[src/common/break_trigger_pkg.sv]
package break_trigger_pkg;

	// line timing, in bit periods and clock cycles
	localparam int unsigned   DEF_BIT_CYCLES      = 6510;  // about 19.2 kbit/s at 125 MHz
	localparam int unsigned   DEF_BREAK_SEND_BITS = 13;
	localparam int unsigned   DEF_BREAK_MIN_BITS  = 11;
	localparam int unsigned   DELIMITER_BITS      = 1;
	localparam int unsigned   BIT_CNT_W           = 16;
	localparam int unsigned   LEN_CNT_W           = 8;

	// values after reset
	localparam logic          RST_TRIGGER         = 1'b0;
	localparam logic          RST_STATUS_FLAG     = 1'b0;
	localparam logic          RST_LINE_LEVEL      = 1'b1;
	localparam logic [2:0]    RST_SYNC            = 3'h7;

	typedef enum logic [1:0]
	{
		RX_OFF,
		RX_HUNT,
		RX_LOW
	} rx_state_t;

	typedef enum logic [1:0]
	{
		TX_IDLE,
		TX_LOW,
		TX_DELIM
	} tx_state_t;

endpackage : break_trigger_pkg

[src/logic/lin_sync_break_trigger.sv]
`timescale 1ns/10ps
module lin_sync_break_trigger
#(
	parameter int unsigned BIT_CYCLES      = break_trigger_pkg::DEF_BIT_CYCLES,      // clocks per bit
	parameter int unsigned BREAK_SEND_BITS = break_trigger_pkg::DEF_BREAK_SEND_BITS, // low bits sent
	parameter int unsigned BREAK_MIN_BITS  = break_trigger_pkg::DEF_BREAK_MIN_BITS   // low bits a break must exceed: exactly this many bit times is rejected
)
(
	input  wire logic clk,                           // 125 MHz clock
	input  wire logic rst,                           // synchronous reset, active high
	input  wire logic unit_power_on,                 // mode register power bit
	input  wire logic transmit_enable_bit,           // mode register transmit enable
	input  wire logic receive_enable_bit,            // mode register receive enable
	input  wire logic ctl_write,                     // one-cycle write strobe of the control register
	input  wire logic wr_break_receive_trigger,      // written receive trigger value
	input  wire logic wr_break_send_trigger,         // written send trigger value
	input  wire logic status_flag_clear,             // one-cycle clear of the receive status flag
	input  wire logic rxd,                           // serial line input pin
	output logic      txd,                           // serial line output pin
	output logic      rd_break_receive_trigger,      // read value of receive trigger
	output logic      rd_break_send_trigger,         // read value of send trigger
	output logic      break_receive_status_flag,     // set on a good break, held on error
	output logic      break_rx_busy,                 // receive trigger state is armed
	output logic      break_tx_busy,                 // send trigger state is active
	output logic      intr_break_received,           // one-cycle pulse: break reception complete
	output logic      intr_break_sent                // one-cycle pulse: break transmission complete
);
	import break_trigger_pkg::*;

	// refused at elaboration: settings below the minimums, or too large for the bit and length counters to hold
	if (BIT_CYCLES < 2 || BIT_CYCLES >= (1 << BIT_CNT_W))
	begin
		$error("BIT_CYCLES out of range");
	end
	if (BREAK_SEND_BITS < 1 || BREAK_SEND_BITS >= (1 << LEN_CNT_W))
	begin
		$error("BREAK_SEND_BITS out of range");
	end
	if (BREAK_MIN_BITS < 1 || BREAK_MIN_BITS >= (1 << LEN_CNT_W) - 1)
	begin
		$error("BREAK_MIN_BITS out of range");
	end

	localparam logic [BIT_CNT_W-1:0] BIT_LAST  = BIT_CNT_W'(BIT_CYCLES - 1);
	localparam logic [LEN_CNT_W-1:0] SEND_LAST = LEN_CNT_W'(BREAK_SEND_BITS - 1);
	localparam logic [LEN_CNT_W-1:0] DELIM_LAST = LEN_CNT_W'(DELIMITER_BITS - 1);
	localparam logic [LEN_CNT_W-1:0] MIN_LOW   = LEN_CNT_W'(BREAK_MIN_BITS);
	localparam logic [LEN_CNT_W-1:0] LEN_MAX   = {LEN_CNT_W{1'b1}};

	typedef struct packed
	{
		logic [2:0]           rx_sync;
		logic                 rx_level;
		rx_state_t            rx_state;
		logic [BIT_CNT_W-1:0] rx_div;
		logic [LEN_CNT_W-1:0] rx_len;
		tx_state_t            tx_state;
		logic [BIT_CNT_W-1:0] tx_div;
		logic [LEN_CNT_W-1:0] tx_len;
		logic                 rx_trig;
		logic                 tx_trig;
		logic                 status_flag;
		logic                 irq_rx;
		logic                 irq_tx;
		logic                 txd;
		logic                 rd_rx_trig;
		logic                 rd_tx_trig;
	} state_t;

	state_t cur;
	state_t next_cur;

	logic rx_allowed;
	logic tx_allowed;
	logic rx_tick;
	logic tx_tick;

	assign rx_allowed = unit_power_on & receive_enable_bit;
	assign tx_allowed = unit_power_on & transmit_enable_bit;
	assign rx_tick    = (cur.rx_div == BIT_LAST);
	assign tx_tick    = (cur.tx_div == BIT_LAST);

	always_comb
	begin
		next_cur = cur;
		next_cur.irq_rx = 1'b0;
		next_cur.irq_tx = 1'b0;
		// trigger bits never read back as one
		next_cur.rd_rx_trig = 1'b0;
		next_cur.rd_tx_trig = 1'b0;

		// first stage feeds only the second; level moves once stages two and three agree
		next_cur.rx_sync = {cur.rx_sync[1:0], rxd};
		if (cur.rx_sync[1] == cur.rx_sync[2])
			next_cur.rx_level = cur.rx_sync[2];

		if (status_flag_clear)
			next_cur.status_flag = 1'b0;

		// receive side: a zero write is ignored, so a stray clear cannot abort an armed hunt
		if (ctl_write && wr_break_receive_trigger && rx_allowed && !cur.rx_trig)
		begin
			next_cur.rx_trig  = 1'b1;
			next_cur.rx_state = RX_HUNT;
		end

		unique case (cur.rx_state)
			RX_OFF:
			begin
				next_cur.rx_len = '0;
			end
			RX_HUNT:
			begin
				next_cur.rx_len = '0;
				if (!cur.rx_level)
				begin
					next_cur.rx_state = RX_LOW;
					next_cur.rx_div   = '0;
				end
			end
			RX_LOW:
			begin
				next_cur.rx_div = rx_tick ? '0 : cur.rx_div + 1'b1;
				if (rx_tick && cur.rx_len != LEN_MAX)
					next_cur.rx_len = cur.rx_len + 1'b1;
				if (cur.rx_level)
				begin
					if (cur.rx_len >= MIN_LOW)
					begin
						next_cur.rx_state    = RX_OFF;
						next_cur.rx_trig     = 1'b0;
						next_cur.irq_rx      = 1'b1;
						next_cur.status_flag = 1'b1;
					end
					else
					begin
						// too short: hunt again, flag left as it stands
						next_cur.rx_state = RX_HUNT;
					end
				end
			end
		endcase

		// transmit side
		if (ctl_write && wr_break_send_trigger && tx_allowed && !cur.tx_trig)
		begin
			next_cur.tx_trig  = 1'b1;
			next_cur.tx_state = TX_LOW;
			next_cur.tx_div   = '0;
			next_cur.tx_len   = '0;
			next_cur.txd      = 1'b0;
		end
		else
		begin
			unique case (cur.tx_state)
				TX_IDLE:
				begin
					next_cur.txd = RST_LINE_LEVEL;
				end
				TX_LOW:
				begin
					next_cur.tx_div = tx_tick ? '0 : cur.tx_div + 1'b1;
					if (tx_tick)
					begin
						next_cur.tx_len = cur.tx_len + 1'b1;
						if (cur.tx_len == SEND_LAST)
						begin
							next_cur.tx_state = TX_DELIM;
							next_cur.tx_len   = '0;
							next_cur.txd      = 1'b1;
						end
					end
				end
				TX_DELIM:
				begin
					next_cur.tx_div = tx_tick ? '0 : cur.tx_div + 1'b1;
					if (tx_tick)
					begin
						next_cur.tx_len = cur.tx_len + 1'b1;
						if (cur.tx_len == DELIM_LAST)
						begin
							next_cur.tx_state = TX_IDLE;
							next_cur.tx_trig  = 1'b0;
							next_cur.irq_tx   = 1'b1;
						end
					end
				end
			endcase
		end

		// dropping power or enable abandons the operation without an interrupt
		if (!rx_allowed)
		begin
			next_cur.rx_state = RX_OFF;
			next_cur.rx_trig  = 1'b0;
			next_cur.irq_rx   = 1'b0;
		end
		if (!tx_allowed)
		begin
			next_cur.tx_state = TX_IDLE;
			next_cur.tx_trig  = 1'b0;
			next_cur.txd      = RST_LINE_LEVEL;
			next_cur.irq_tx   = 1'b0;
		end

		// a good break in the same cycle as a clear keeps the flag set
		if (next_cur.irq_rx)
			next_cur.status_flag = 1'b1;
	end

	always_ff @(posedge clk)
	begin
		if (rst)
		begin
			cur             <= '0;
			cur.rx_sync     <= RST_SYNC;
			cur.rx_level    <= RST_LINE_LEVEL;
			cur.rx_state    <= RX_OFF;
			cur.tx_state    <= TX_IDLE;
			cur.rx_trig     <= RST_TRIGGER;
			cur.tx_trig     <= RST_TRIGGER;
			cur.status_flag <= RST_STATUS_FLAG;
			cur.txd         <= RST_LINE_LEVEL;
		end
		else
		begin
			cur <= next_cur;
		end
	end

	assign txd                       = cur.txd;
	assign rd_break_receive_trigger  = cur.rd_rx_trig;
	assign rd_break_send_trigger     = cur.rd_tx_trig;
	assign break_receive_status_flag = cur.status_flag;
	assign break_rx_busy             = cur.rx_trig;
	assign break_tx_busy             = cur.tx_trig;
	assign intr_break_received       = cur.irq_rx;
	assign intr_break_sent           = cur.irq_tx;

endmodule : lin_sync_break_trigger

[config.mk]
export PLATFORM = sky130hd
export DESIGN_NAME = lin_sync_break_trigger
export DESIGN_NICKNAME = d
export VERILOG_FILES = /design/src/common/break_trigger_pkg.sv /design/src/logic/lin_sync_break_trigger.sv
export SDC_FILE = /design/constraint.sdc
export NUM_CORES = 1
export LEC_CHECK = 0
export ABC_AREA = 1
export BUFFER_PORTS_ARGS = -buffer_cell sky130_fd_sc_hd__buf_2
export CORE_UTILIZATION = 30
export CTS_CLUSTER_DIAMETER = 120
export DETAILED_ROUTE_END_ITERATION = 6
export GPL_ROUTABILITY_DRIVEN = 0
export PLACE_DENSITY = 0.42
export RECOVER_POWER = 100
export SLEW_MARGIN = 10
export SYNTH_ARGS = -nofsm -noshare
export SYNTH_HDL_FRONTEND = slang
export SYNTH_SLANG_ARGS = --single-unit
[constraint.sdc]
create_clock -name clk -period 2.1 [get_ports clk]
set_clock_uncertainty 0.1 [all_clocks]
set_input_delay 0.42 -clock clk [delete_from_list [all_inputs] [get_ports clk]]
set_output_delay 0.42 -clock clk [all_outputs]
set_load 0.005 [all_outputs]
==> results of run 1 <==
[flip-flops by register name, summed over array words and instances, names as in the netlist]
signal                     cells
break_receive_status_flag      1
break_rx_busy                  1
break_tx_busy                  1
cur                           56
intr_break_received            1
intr_break_sent                1
txd                            1
[worst max path at each step]
stage          endpoint  slack [ns]  startpoint
2_1_floorplan   cur[28]        0.52     cur[32]
3_3_place_gp    cur[44]        0.31     cur[59]
3_5_place_dp    cur[28]        0.27     cur[32]
4_1_cts         cur[28]        0.24     cur[33]
5_1_grt         cur[28]        0.05     cur[16]
6_report        cur[44]        0.23     cur[59]
[synth_stat cells (all sizes together)]
cell    number
nor4         1
nor3b        3
o22ai        1
clkbuf       1
nor2        82
nor3        18
o21bai       2
nand2      133
a41oi        1
or2          8
o21ai       16
xor2        11
nand3       36
a21oi       34
nand4       14
a31oi        1
ha          12
o311a        1
xnor2        1
clkinv       4
buf          7
inv         70
dfxtp       62
conb         1
a211oi       1
nand3b       3
o211ai       3
[per-layer routing]
layer / up-vias / share of wire [%] / GRT usage [%]
li1: 1733 / - / -
met4: 0 / 1.2 / 5.55
met5: - / 0 / 0
met3: 8 / 3.7 / 3.94
met1: 1458 / 53 / 20.7
met2: 51 / 42 / 23.2
[worst max-delay path, delay by kind of cell, from the launching register on]
kind / cells / cell delay, ns
buffers and inverters: 3 / 0.34
and+or+nand+nor: 3 / 0.54
DFF: 1 / 0.35
AOI/OAI and AO/OA: 2 / 0.25
adders and majority gates: 1 / 0.21
[power by group]
group          switching (mW)  total [mW]  internal (mW)
logic                  0.0394      0.0576         0.0181
registers             0.00204        1.18           1.18
clock network           0.521        1.44          0.915
[cell families after synthesis]
logic type | after synthesis | share of synthesized area (%)
AND/OR/NAND/NOR | 298 | 38.5
buffers and inverters | 82 | 9.40
flip-flops | 62 | 35.3
AO/OA/AOI/OAI | 60 | 9.43
XOR/XNOR | 12 | 2.99
adder cells (fa/ha/maj) | 12 | 4.27
other | 1 | 0.107
[layout make-up]
type                    count  area (µm²)  area share, %
multi-input cells         384        1910           47.5
flip-flops and latches     62        1240           30.9
well taps                 143         179           4.45
clock inverters             4        47.5           1.18
repair buffers             22         119           2.96
inverters                  74         284           7.07
clock buffers              12         236           5.89
==> flow_metrics.env, run 1 <==
export IMPL_outcome="finished, final reports clean"
export IMPL_coreArea_um2=11400
export IMPL_syn_inst=527
export IMPL_crit_type="reg2reg"
export IMPL_drtAntennaViolNets=0
export IMPL_fin_crit_sh_pct=89.0
export IMPL_synth_warnings=0
export IMPL_hpwl_um=6290
export IMPL_pre_cts_ws_ns=0.273
export IMPL_drc=0
export IMPL_clockRootBuffer="clkbuf_16"
export IMPL_hold_worst_slack_ns=0.170
export IMPL_ys_seq_area_share_pct=35.3
export IMPL_first_iter_violations=143
export IMPL_cts_buffer_depth=2
export IMPL_via_per_inst=4.64
export IMPL_fillers=1258
export IMPL_cts_sinks=62
export IMPL_path_common_cell="inv_1"
export IMPL_worstHoldStart="rxd"
export IMPL_syn_avg_cell_area_um2=6.67
export IMPL_syn_to_final_growth_pct=14.3
export IMPL_path_cells="inv_1, ha_1, nand2_1, o21ai_0, buf_2, nor2_1, inv_1, or2_2, a21oi_1"
export IMPL_grt_pass1_vias=3003
export IMPL_hold_violations=0
export IMPL_grt_pass1_wl_um=14000
export IMPL_r2r_slack_ns=0.23
export IMPL_grt_antenna_before_repair=0
export IMPL_netlist_area_leader_share_pct=35.3
export IMPL_ys_top_cells_by_area="dfxtp_1, nand2_1, nor2_1"
export IMPL_p_leak_nw=1.54
export IMPL_via_count=3250
export IMPL_cp_max_fo=11
export IMPL_clk_pin_slew_worst_paths_ns=0.05
export IMPL_cts_hold_buffers=0
export IMPL_setup_ws_ns=0.231
export IMPL_required_ns=2.26
export IMPL_final_cell_count_no_fill=701
export IMPL_die_area_um2=12200
export IMPL_fin_crit_ns=1.87
export IMPL_worst_r2r_startpoint="cur[59]"
export IMPL_rsz0062_at_grt="false"
export IMPL_worstMarginPinSlew_ns=0.608
export IMPL_start_kind="flip-flop"
export IMPL_tns_ns=0
export IMPL_dpl_cell_count=685
export IMPL_die_h_um=110
export IMPL_fmax_mhz=535
export IMPL_cts_inserted_buffers=9
export IMPL_hold_end="cur[61]"
export IMPL_num_antenna_cells=0
export IMPL_total_power_mw=2.68
export IMPL_slowest_stage="dfxtp_1"
export IMPL_clock_latency_ns=0.33
export IMPL_final_area_um2=4020
export IMPL_final_cell_mix="nand2_1, nor2_1, inv_1"
export IMPL_grt_max_degree=14
export IMPL_start_util_pct=30.8
export IMPL_setup_viol=0
export IMPL_htree_levels=3
export IMPL_max_cap_viol_count=0
export IMPL_ir_drop_mv=0.356
export IMPL_place_area_um2=3780
export IMPL_r2r_end="cur[44]"
export IMPL_drt_wl_total_um=8330
export IMPL_port_buffers=15
export IMPL_post_cts_buffers=0
export IMPL_r2r_cells=9
export IMPL_cp_end_kind="flip-flop"
export IMPL_arrival_ns=2.03
export IMPL_rows=39
export IMPL_cellPowerDensity_nw_per_um2=666
export IMPL_cts_resized=0
export IMPL_fin_util_pct=35.2
export IMPL_maxSlewViolCount=0
export IMPL_synth_largest_area_cell="dfxtp_1"
export IMPL_pin_count=18
export IMPL_final_common_cell="nand2_1"
export IMPL_drive_above_1_share_pct=10.8
export IMPL_ys_seq_elements=62
export IMPL_netlist_cell_type_count=42
export IMPL_min_path_cells=2
export IMPL_grt_usage_pct=15.2
export IMPL_nets=575
export IMPL_tritoncts="yes"
export IMPL_overflow=0
export IMPL_relSlewSlack_pct=59.4
export IMPL_avgRoutedWirePerCell_um=11.9
export IMPL_netlist_area_um2=3510
export IMPL_critPathMaxStageDelay_ns=0.35
export IMPL_die_width_um=110
export IMPL_min_path_type="in2reg"
export IMPL_dr_pass1_iters=4
No activity file was read; power rests on OpenSTA's default activity.
==> run 2, diff against run 1 <==
==> constraint.sdc (replaced) <==
create_clock -name clk -period 1.9 [get_ports clk]
set_clock_uncertainty 0.1 [all_clocks]
set_input_delay 0.38 -clock clk [delete_from_list [all_inputs] [get_ports clk]]
set_output_delay 0.38 -clock clk [all_outputs]
set_load 0.005 [all_outputs]
==> flow_metrics.env, run 2 (same netlist as run 1, synthesis figures left out) <==
export IMPL_cts_sinks=62
export IMPL_coreArea_um2=11400
export IMPL_tritoncts="yes"
export IMPL_largest_reg_flops=56
export IMPL_drc=0
export IMPL_required_ns=2.05
export IMPL_seq_area_um2=1240
export IMPL_final_common_cell="nand2_1"
export IMPL_nets=579
export IMPL_setup_viol=0
export IMPL_cts_inserted_buffers=9
export IMPL_rows=39
export IMPL_swShare_pct=20.6
export IMPL_clk_pin_slew_worst_paths_ns=0.05
export IMPL_overflow=0
export IMPL_grt_pass1_wl_um=13900
export IMPL_post_cts_buffers=0
export IMPL_num_antenna_cells=0
export IMPL_final_cell_mix="nand2_1, nor2_1, inv_1"
export IMPL_clockRootBuffer="clkbuf_16"
export IMPL_cts_resized=0
export IMPL_first_iter_violations=194
export IMPL_grt_antenna_before_repair=0
export IMPL_crit_type="reg2reg"
export IMPL_clock_power_share_pct=54.7
export IMPL_internal_power_mw=2.41
export IMPL_die_width_um=110
export IMPL_cts_buffer_depth=2
export IMPL_hold_violations=0
export IMPL_min_path_type="in2reg"
export IMPL_critPathMaxStageDelay_ns=0.34
export IMPL_via_count=3254
export IMPL_syn_to_final_growth_pct=16.4
export IMPL_arrival_ns=1.88
export IMPL_maxSlewViolCount=0
export IMPL_grt_max_degree=12
export IMPL_dr_pass1_iters=4
export IMPL_die_area_um2=12200
export IMPL_start_util_pct=30.8
export IMPL_multi_input_area_um2=1950
export IMPL_fmax_mhz=578
export IMPL_path_common_cell="nand2_1"
export IMPL_fin_crit_sh_pct=91.1
export IMPL_fin_crit_ns=1.73
export IMPL_path_cells="inv_1, ha_1, nand2_1, o21ai_1, inv_1, nand2_1, o21ai_0, nand2_1, a21oi_1"
export IMPL_max_cap_viol_count=0
export IMPL_hpwl_um=6410
export IMPL_start_kind="flip-flop"
export IMPL_cp_end_kind="flip-flop"
export IMPL_pin_count=18
export IMPL_clock_latency_ns=0.33
export IMPL_via_per_inst=4.62
export IMPL_ir_drop_mv=0.328
export IMPL_cellPowerDensity_nw_per_um2=740
export IMPL_combPwrFrac_pct=2.1
export IMPL_top_register="cur"
export IMPL_drt_wl_total_um=8430
export IMPL_rsz0062_at_grt="false"
export IMPL_hold_worst_slack_ns=0.139
export IMPL_port_buffers=15
export IMPL_cts_hold_buffers=0
export IMPL_fillers=1258
export IMPL_cp_max_fo=8
export IMPL_tns_ns=0
export IMPL_htree_levels=3
export IMPL_outcome="finished, final reports clean"
export IMPL_drive_above_1_share_pct=12.1
export IMPL_p_leak_nw=1.58
export IMPL_slowest_stage="dfxtp_1"
export IMPL_switchingPower_mw=0.625
export IMPL_die_h_um=110
export IMPL_grt_pass1_vias=2914
export IMPL_avgRoutedWirePerCell_um=12.0
export IMPL_grt_usage_pct=15.1
export IMPL_seq_power_share_pct=43.1
export IMPL_drtAntennaViolNets=0
[run 2: changes by cell type in the layout (fill, tap and decap cells not counted), sizes merged]
cell      delta
clkbuf       +4
clkinv       +1
clkinvlp     -1
[run 2: final cells by class]
class                           instances  area share (%)
Clock buffer                           12            6.27
Sequential cell                        62            30.3
Timing Repair Buffer                   26            3.49
Inverter                               74            6.82
Multi-Input combinational cell        384            47.6
Tap cell                              143            4.37
Clock inverter                          4            1.10
[run 2: routing by layer]
| layer | vias to the layer above | GRT usage, % | routed length (µm) |
|---|---|---|---|
| met5 | - | 0 | 0 |
| met4 | 0 | 7.05 | 147 |
| met3 | 11 | 3.00 | 302 |
| met2 | 54 | 22.0 | 3450 |
| met1 | 1446 | 21.3 | 4530 |
| li1 | 1743 | - | - |
[run 2: final timing paths]
| path | start | to | slack, ns | cells past startpoint |
|---|---|---|---|---|
| setup / recovery | cur[59] | cur[49] | 0.17 | 9 |
| setup reg to reg | cur[59] | cur[49] | 0.17 | 9 |
| hold / removal | rxd | cur[61] | 0.14 | 2 |
| hold reg to reg | cur[61] | cur[62] | 0.31 | 1 |
[run 2: power by group through the flow]
stage	logic, mW	registers (mW)	clock network, mW
floorplan	0.0406	1.33	0
global placement	0.0690	1.33	0
detailed placement	0.0684	1.33	0
CTS	0.0686	1.31	1.71
global route	0.0734	1.31	1.76
finish	0.0650	1.31	1.66
[run 2: stage by stage]
stage	total power [mW]	util [%]	cell area, µm²	std cells	setup WS (ns)
after floorplan	1.37	-	3520	528	0.324
after global placement	1.40	33.4	3810	689	0.146
after detailed placement	1.40	33.4	3810	689	0.129
after CTS	3.09	36.0	4110	705	0.108
after global routing	3.14	35.8	4090	705	0.00258
final	3.03	35.8	4090	705	0.169
[run 2: worst max-delay path: cells and delay by family, from the launching register on]
family	cells	cell delay [ns]
compound gates	3	0.40
fa+ha+maj	1	0.21
buf+inv	2	0.27
flops	1	0.34
simple gates	3	0.33
==> run 3, diff against run 2 <==
--- a/config.mk
+++ b/config.mk
@@ -7,11 +7,11 @@
 export LEC_CHECK = 0
 export ABC_AREA = 1
 export BUFFER_PORTS_ARGS = -buffer_cell sky130_fd_sc_hd__buf_2
-export CORE_UTILIZATION = 30
+export CORE_UTILIZATION = 61
 export CTS_CLUSTER_DIAMETER = 120
 export DETAILED_ROUTE_END_ITERATION = 6
 export GPL_ROUTABILITY_DRIVEN = 0
-export PLACE_DENSITY = 0.42
+export PLACE_DENSITY = 0.76
 export RECOVER_POWER = 100
 export SLEW_MARGIN = 10
 export SYNTH_ARGS = -nofsm -noshare
==> flow_metrics.env, run 3 (same netlist as run 1, synthesis figures left out) <==
export IMPL_r2r_cells=8
export IMPL_hold_violations=0
export IMPL_grt_usage_pct=27.3
export IMPL_avgRoutedWirePerCell_um=12.2
export IMPL_first_iter_violations=209
export IMPL_post_cts_buffers=0
export IMPL_num_antenna_cells=0
export IMPL_final_common_cell="nand2_1"
export IMPL_largest_reg_flops=56
export IMPL_fmax_mhz=570
export IMPL_grt_pass1_wl_um=13200
export IMPL_required_ns=2.08
export IMPL_drc=0
export IMPL_max_cap_viol_count=0
export IMPL_top_register="cur"
export IMPL_die_h_um=77.9
export IMPL_cts_sinks=62
export IMPL_cts_inserted_buffers=9
export IMPL_overflow=0
export IMPL_relSlewSlack_pct=62.2
export IMPL_min_path_cells=2
export IMPL_worstMarginPinSlew_ns=0.567
export IMPL_arrival_ns=1.93
export IMPL_die_area_um2=6070
export IMPL_htree_levels=3
export IMPL_fin_crit_sh_pct=92.3
export IMPL_via_count=3344
export IMPL_hpwl_um=5820
export IMPL_rsz0062_at_grt="false"
export IMPL_cts_hold_buffers=0
export IMPL_coreArea_um2=5540
export IMPL_pre_cts_ws_ns=0.149
export IMPL_rows=27
export IMPL_drive_above_1_share_pct=13.2
export IMPL_r2r_slack_ns=0.15
export IMPL_min_path_type="in2reg"
export IMPL_total_power_mw=2.47
export IMPL_cellPowerDensity_nw_per_um2=635
export IMPL_tns_ns=0
export IMPL_setup_viol=0
export IMPL_clock_latency_ns=0.34
export IMPL_tritoncts="yes"
export IMPL_start_util_pct=63.4
export IMPL_final_cell_mix="nand2_1, nor2_1, dfxtp_1"
export IMPL_cts_buffer_depth=2
export IMPL_clk_pin_slew_worst_paths_ns=0.07
export IMPL_drtAntennaViolNets=0
export IMPL_die_width_um=77.9
export IMPL_grt_pass1_vias=3075
export IMPL_maxSlewViolCount=0
export IMPL_cp_max_fo=7
export IMPL_dr_pass1_iters=5
export IMPL_via_per_inst=5.29
export IMPL_pin_count=18
export IMPL_outcome="finished, final reports clean"
export IMPL_crit_type="reg2reg"
export IMPL_cp_end_kind="flip-flop"
export IMPL_p_leak_nw=1.52
export IMPL_fillers=503
export IMPL_nets=577
export IMPL_syn_to_final_growth_pct=10.6
export IMPL_ir_drop_mv=0.446
export IMPL_drt_wl_total_um=7730
export IMPL_grt_max_degree=14
export IMPL_setup_ws_ns=0.145
export IMPL_start_kind="flip-flop"
export IMPL_grt_antenna_before_repair=0
export IMPL_fin_crit_ns=1.75
export IMPL_clockRootBuffer="clkbuf_8"
export IMPL_port_buffers=15
==> run 3: path summary, 6_finish.rpt <==
path | from | to
worst min register to register | cur[61] | cur[62]
worst max-delay path | cur[32] | cur[28]
worst max register to register | cur[32] | cur[28]
worst min-delay path | rxd | cur[61]
==> run 3: per-stage QoR <==
stage	instances	hold slack [ns]	util [%]	area [µm²]
2_1_floorplan	528	0.289	-	3520
3_3_place_gp	616	0.295	66.9	3700
3_5_place_dp	616	0.304	66.9	3700
4_1_cts	632	0.113	70.2	3890
5_1_grt	632	0.125	70.1	3890
6_report	632	0.112	70.1	3890
==> run 3: timing repair <==
item / CTS / global route
endpoints found under the hold margin: 0 / 0
resized for setup: 0 / 2
setup endpoints to repair: 0 / 2
==> run 3: layer usage <==
metal	track usage [%]	vias to the layer above	share of wire (%)
li1	-	1739	-
met5	0	-	0
met2	44.3	105	44
met4	12.0	0	2.1
met3	4.94	14	5.1
met1	35.2	1486	48
==> run 3: where the power goes <==
part	internal (mW)	total, mW	switching (mW)
clock network	0.577	1.10	0.520
registers	1.30	1.31	0.00230
logic	0.0202	0.0644	0.0442
total	1.90	2.47	0.567
==> run 3: critical path, stage by stage, from the launching register on <==
cell,delay [ns]
dfxtp_1,0.36
inv_1,0.08
ha_2,0.38
inv_1,0.13
nor2_2,0.21
nand4_1,0.16
nor2_1,0.12
nor2_1,0.04
nor2_1,0.11
==> run 3: final cells by class <==
cell class | count | area (µm²) | area share (%)
Clock buffer | 13 | 169 | 4.35
Multi-Input combinational cell | 384 | 1950 | 50.2
Clock inverter | 3 | 17.5 | 0.451
Timing Repair Buffer | 24 | 134 | 3.44
Inverter | 74 | 284 | 7.31
Tap cell | 72 | 90.1 | 2.32
Sequential cell | 62 | 1240 | 32.0
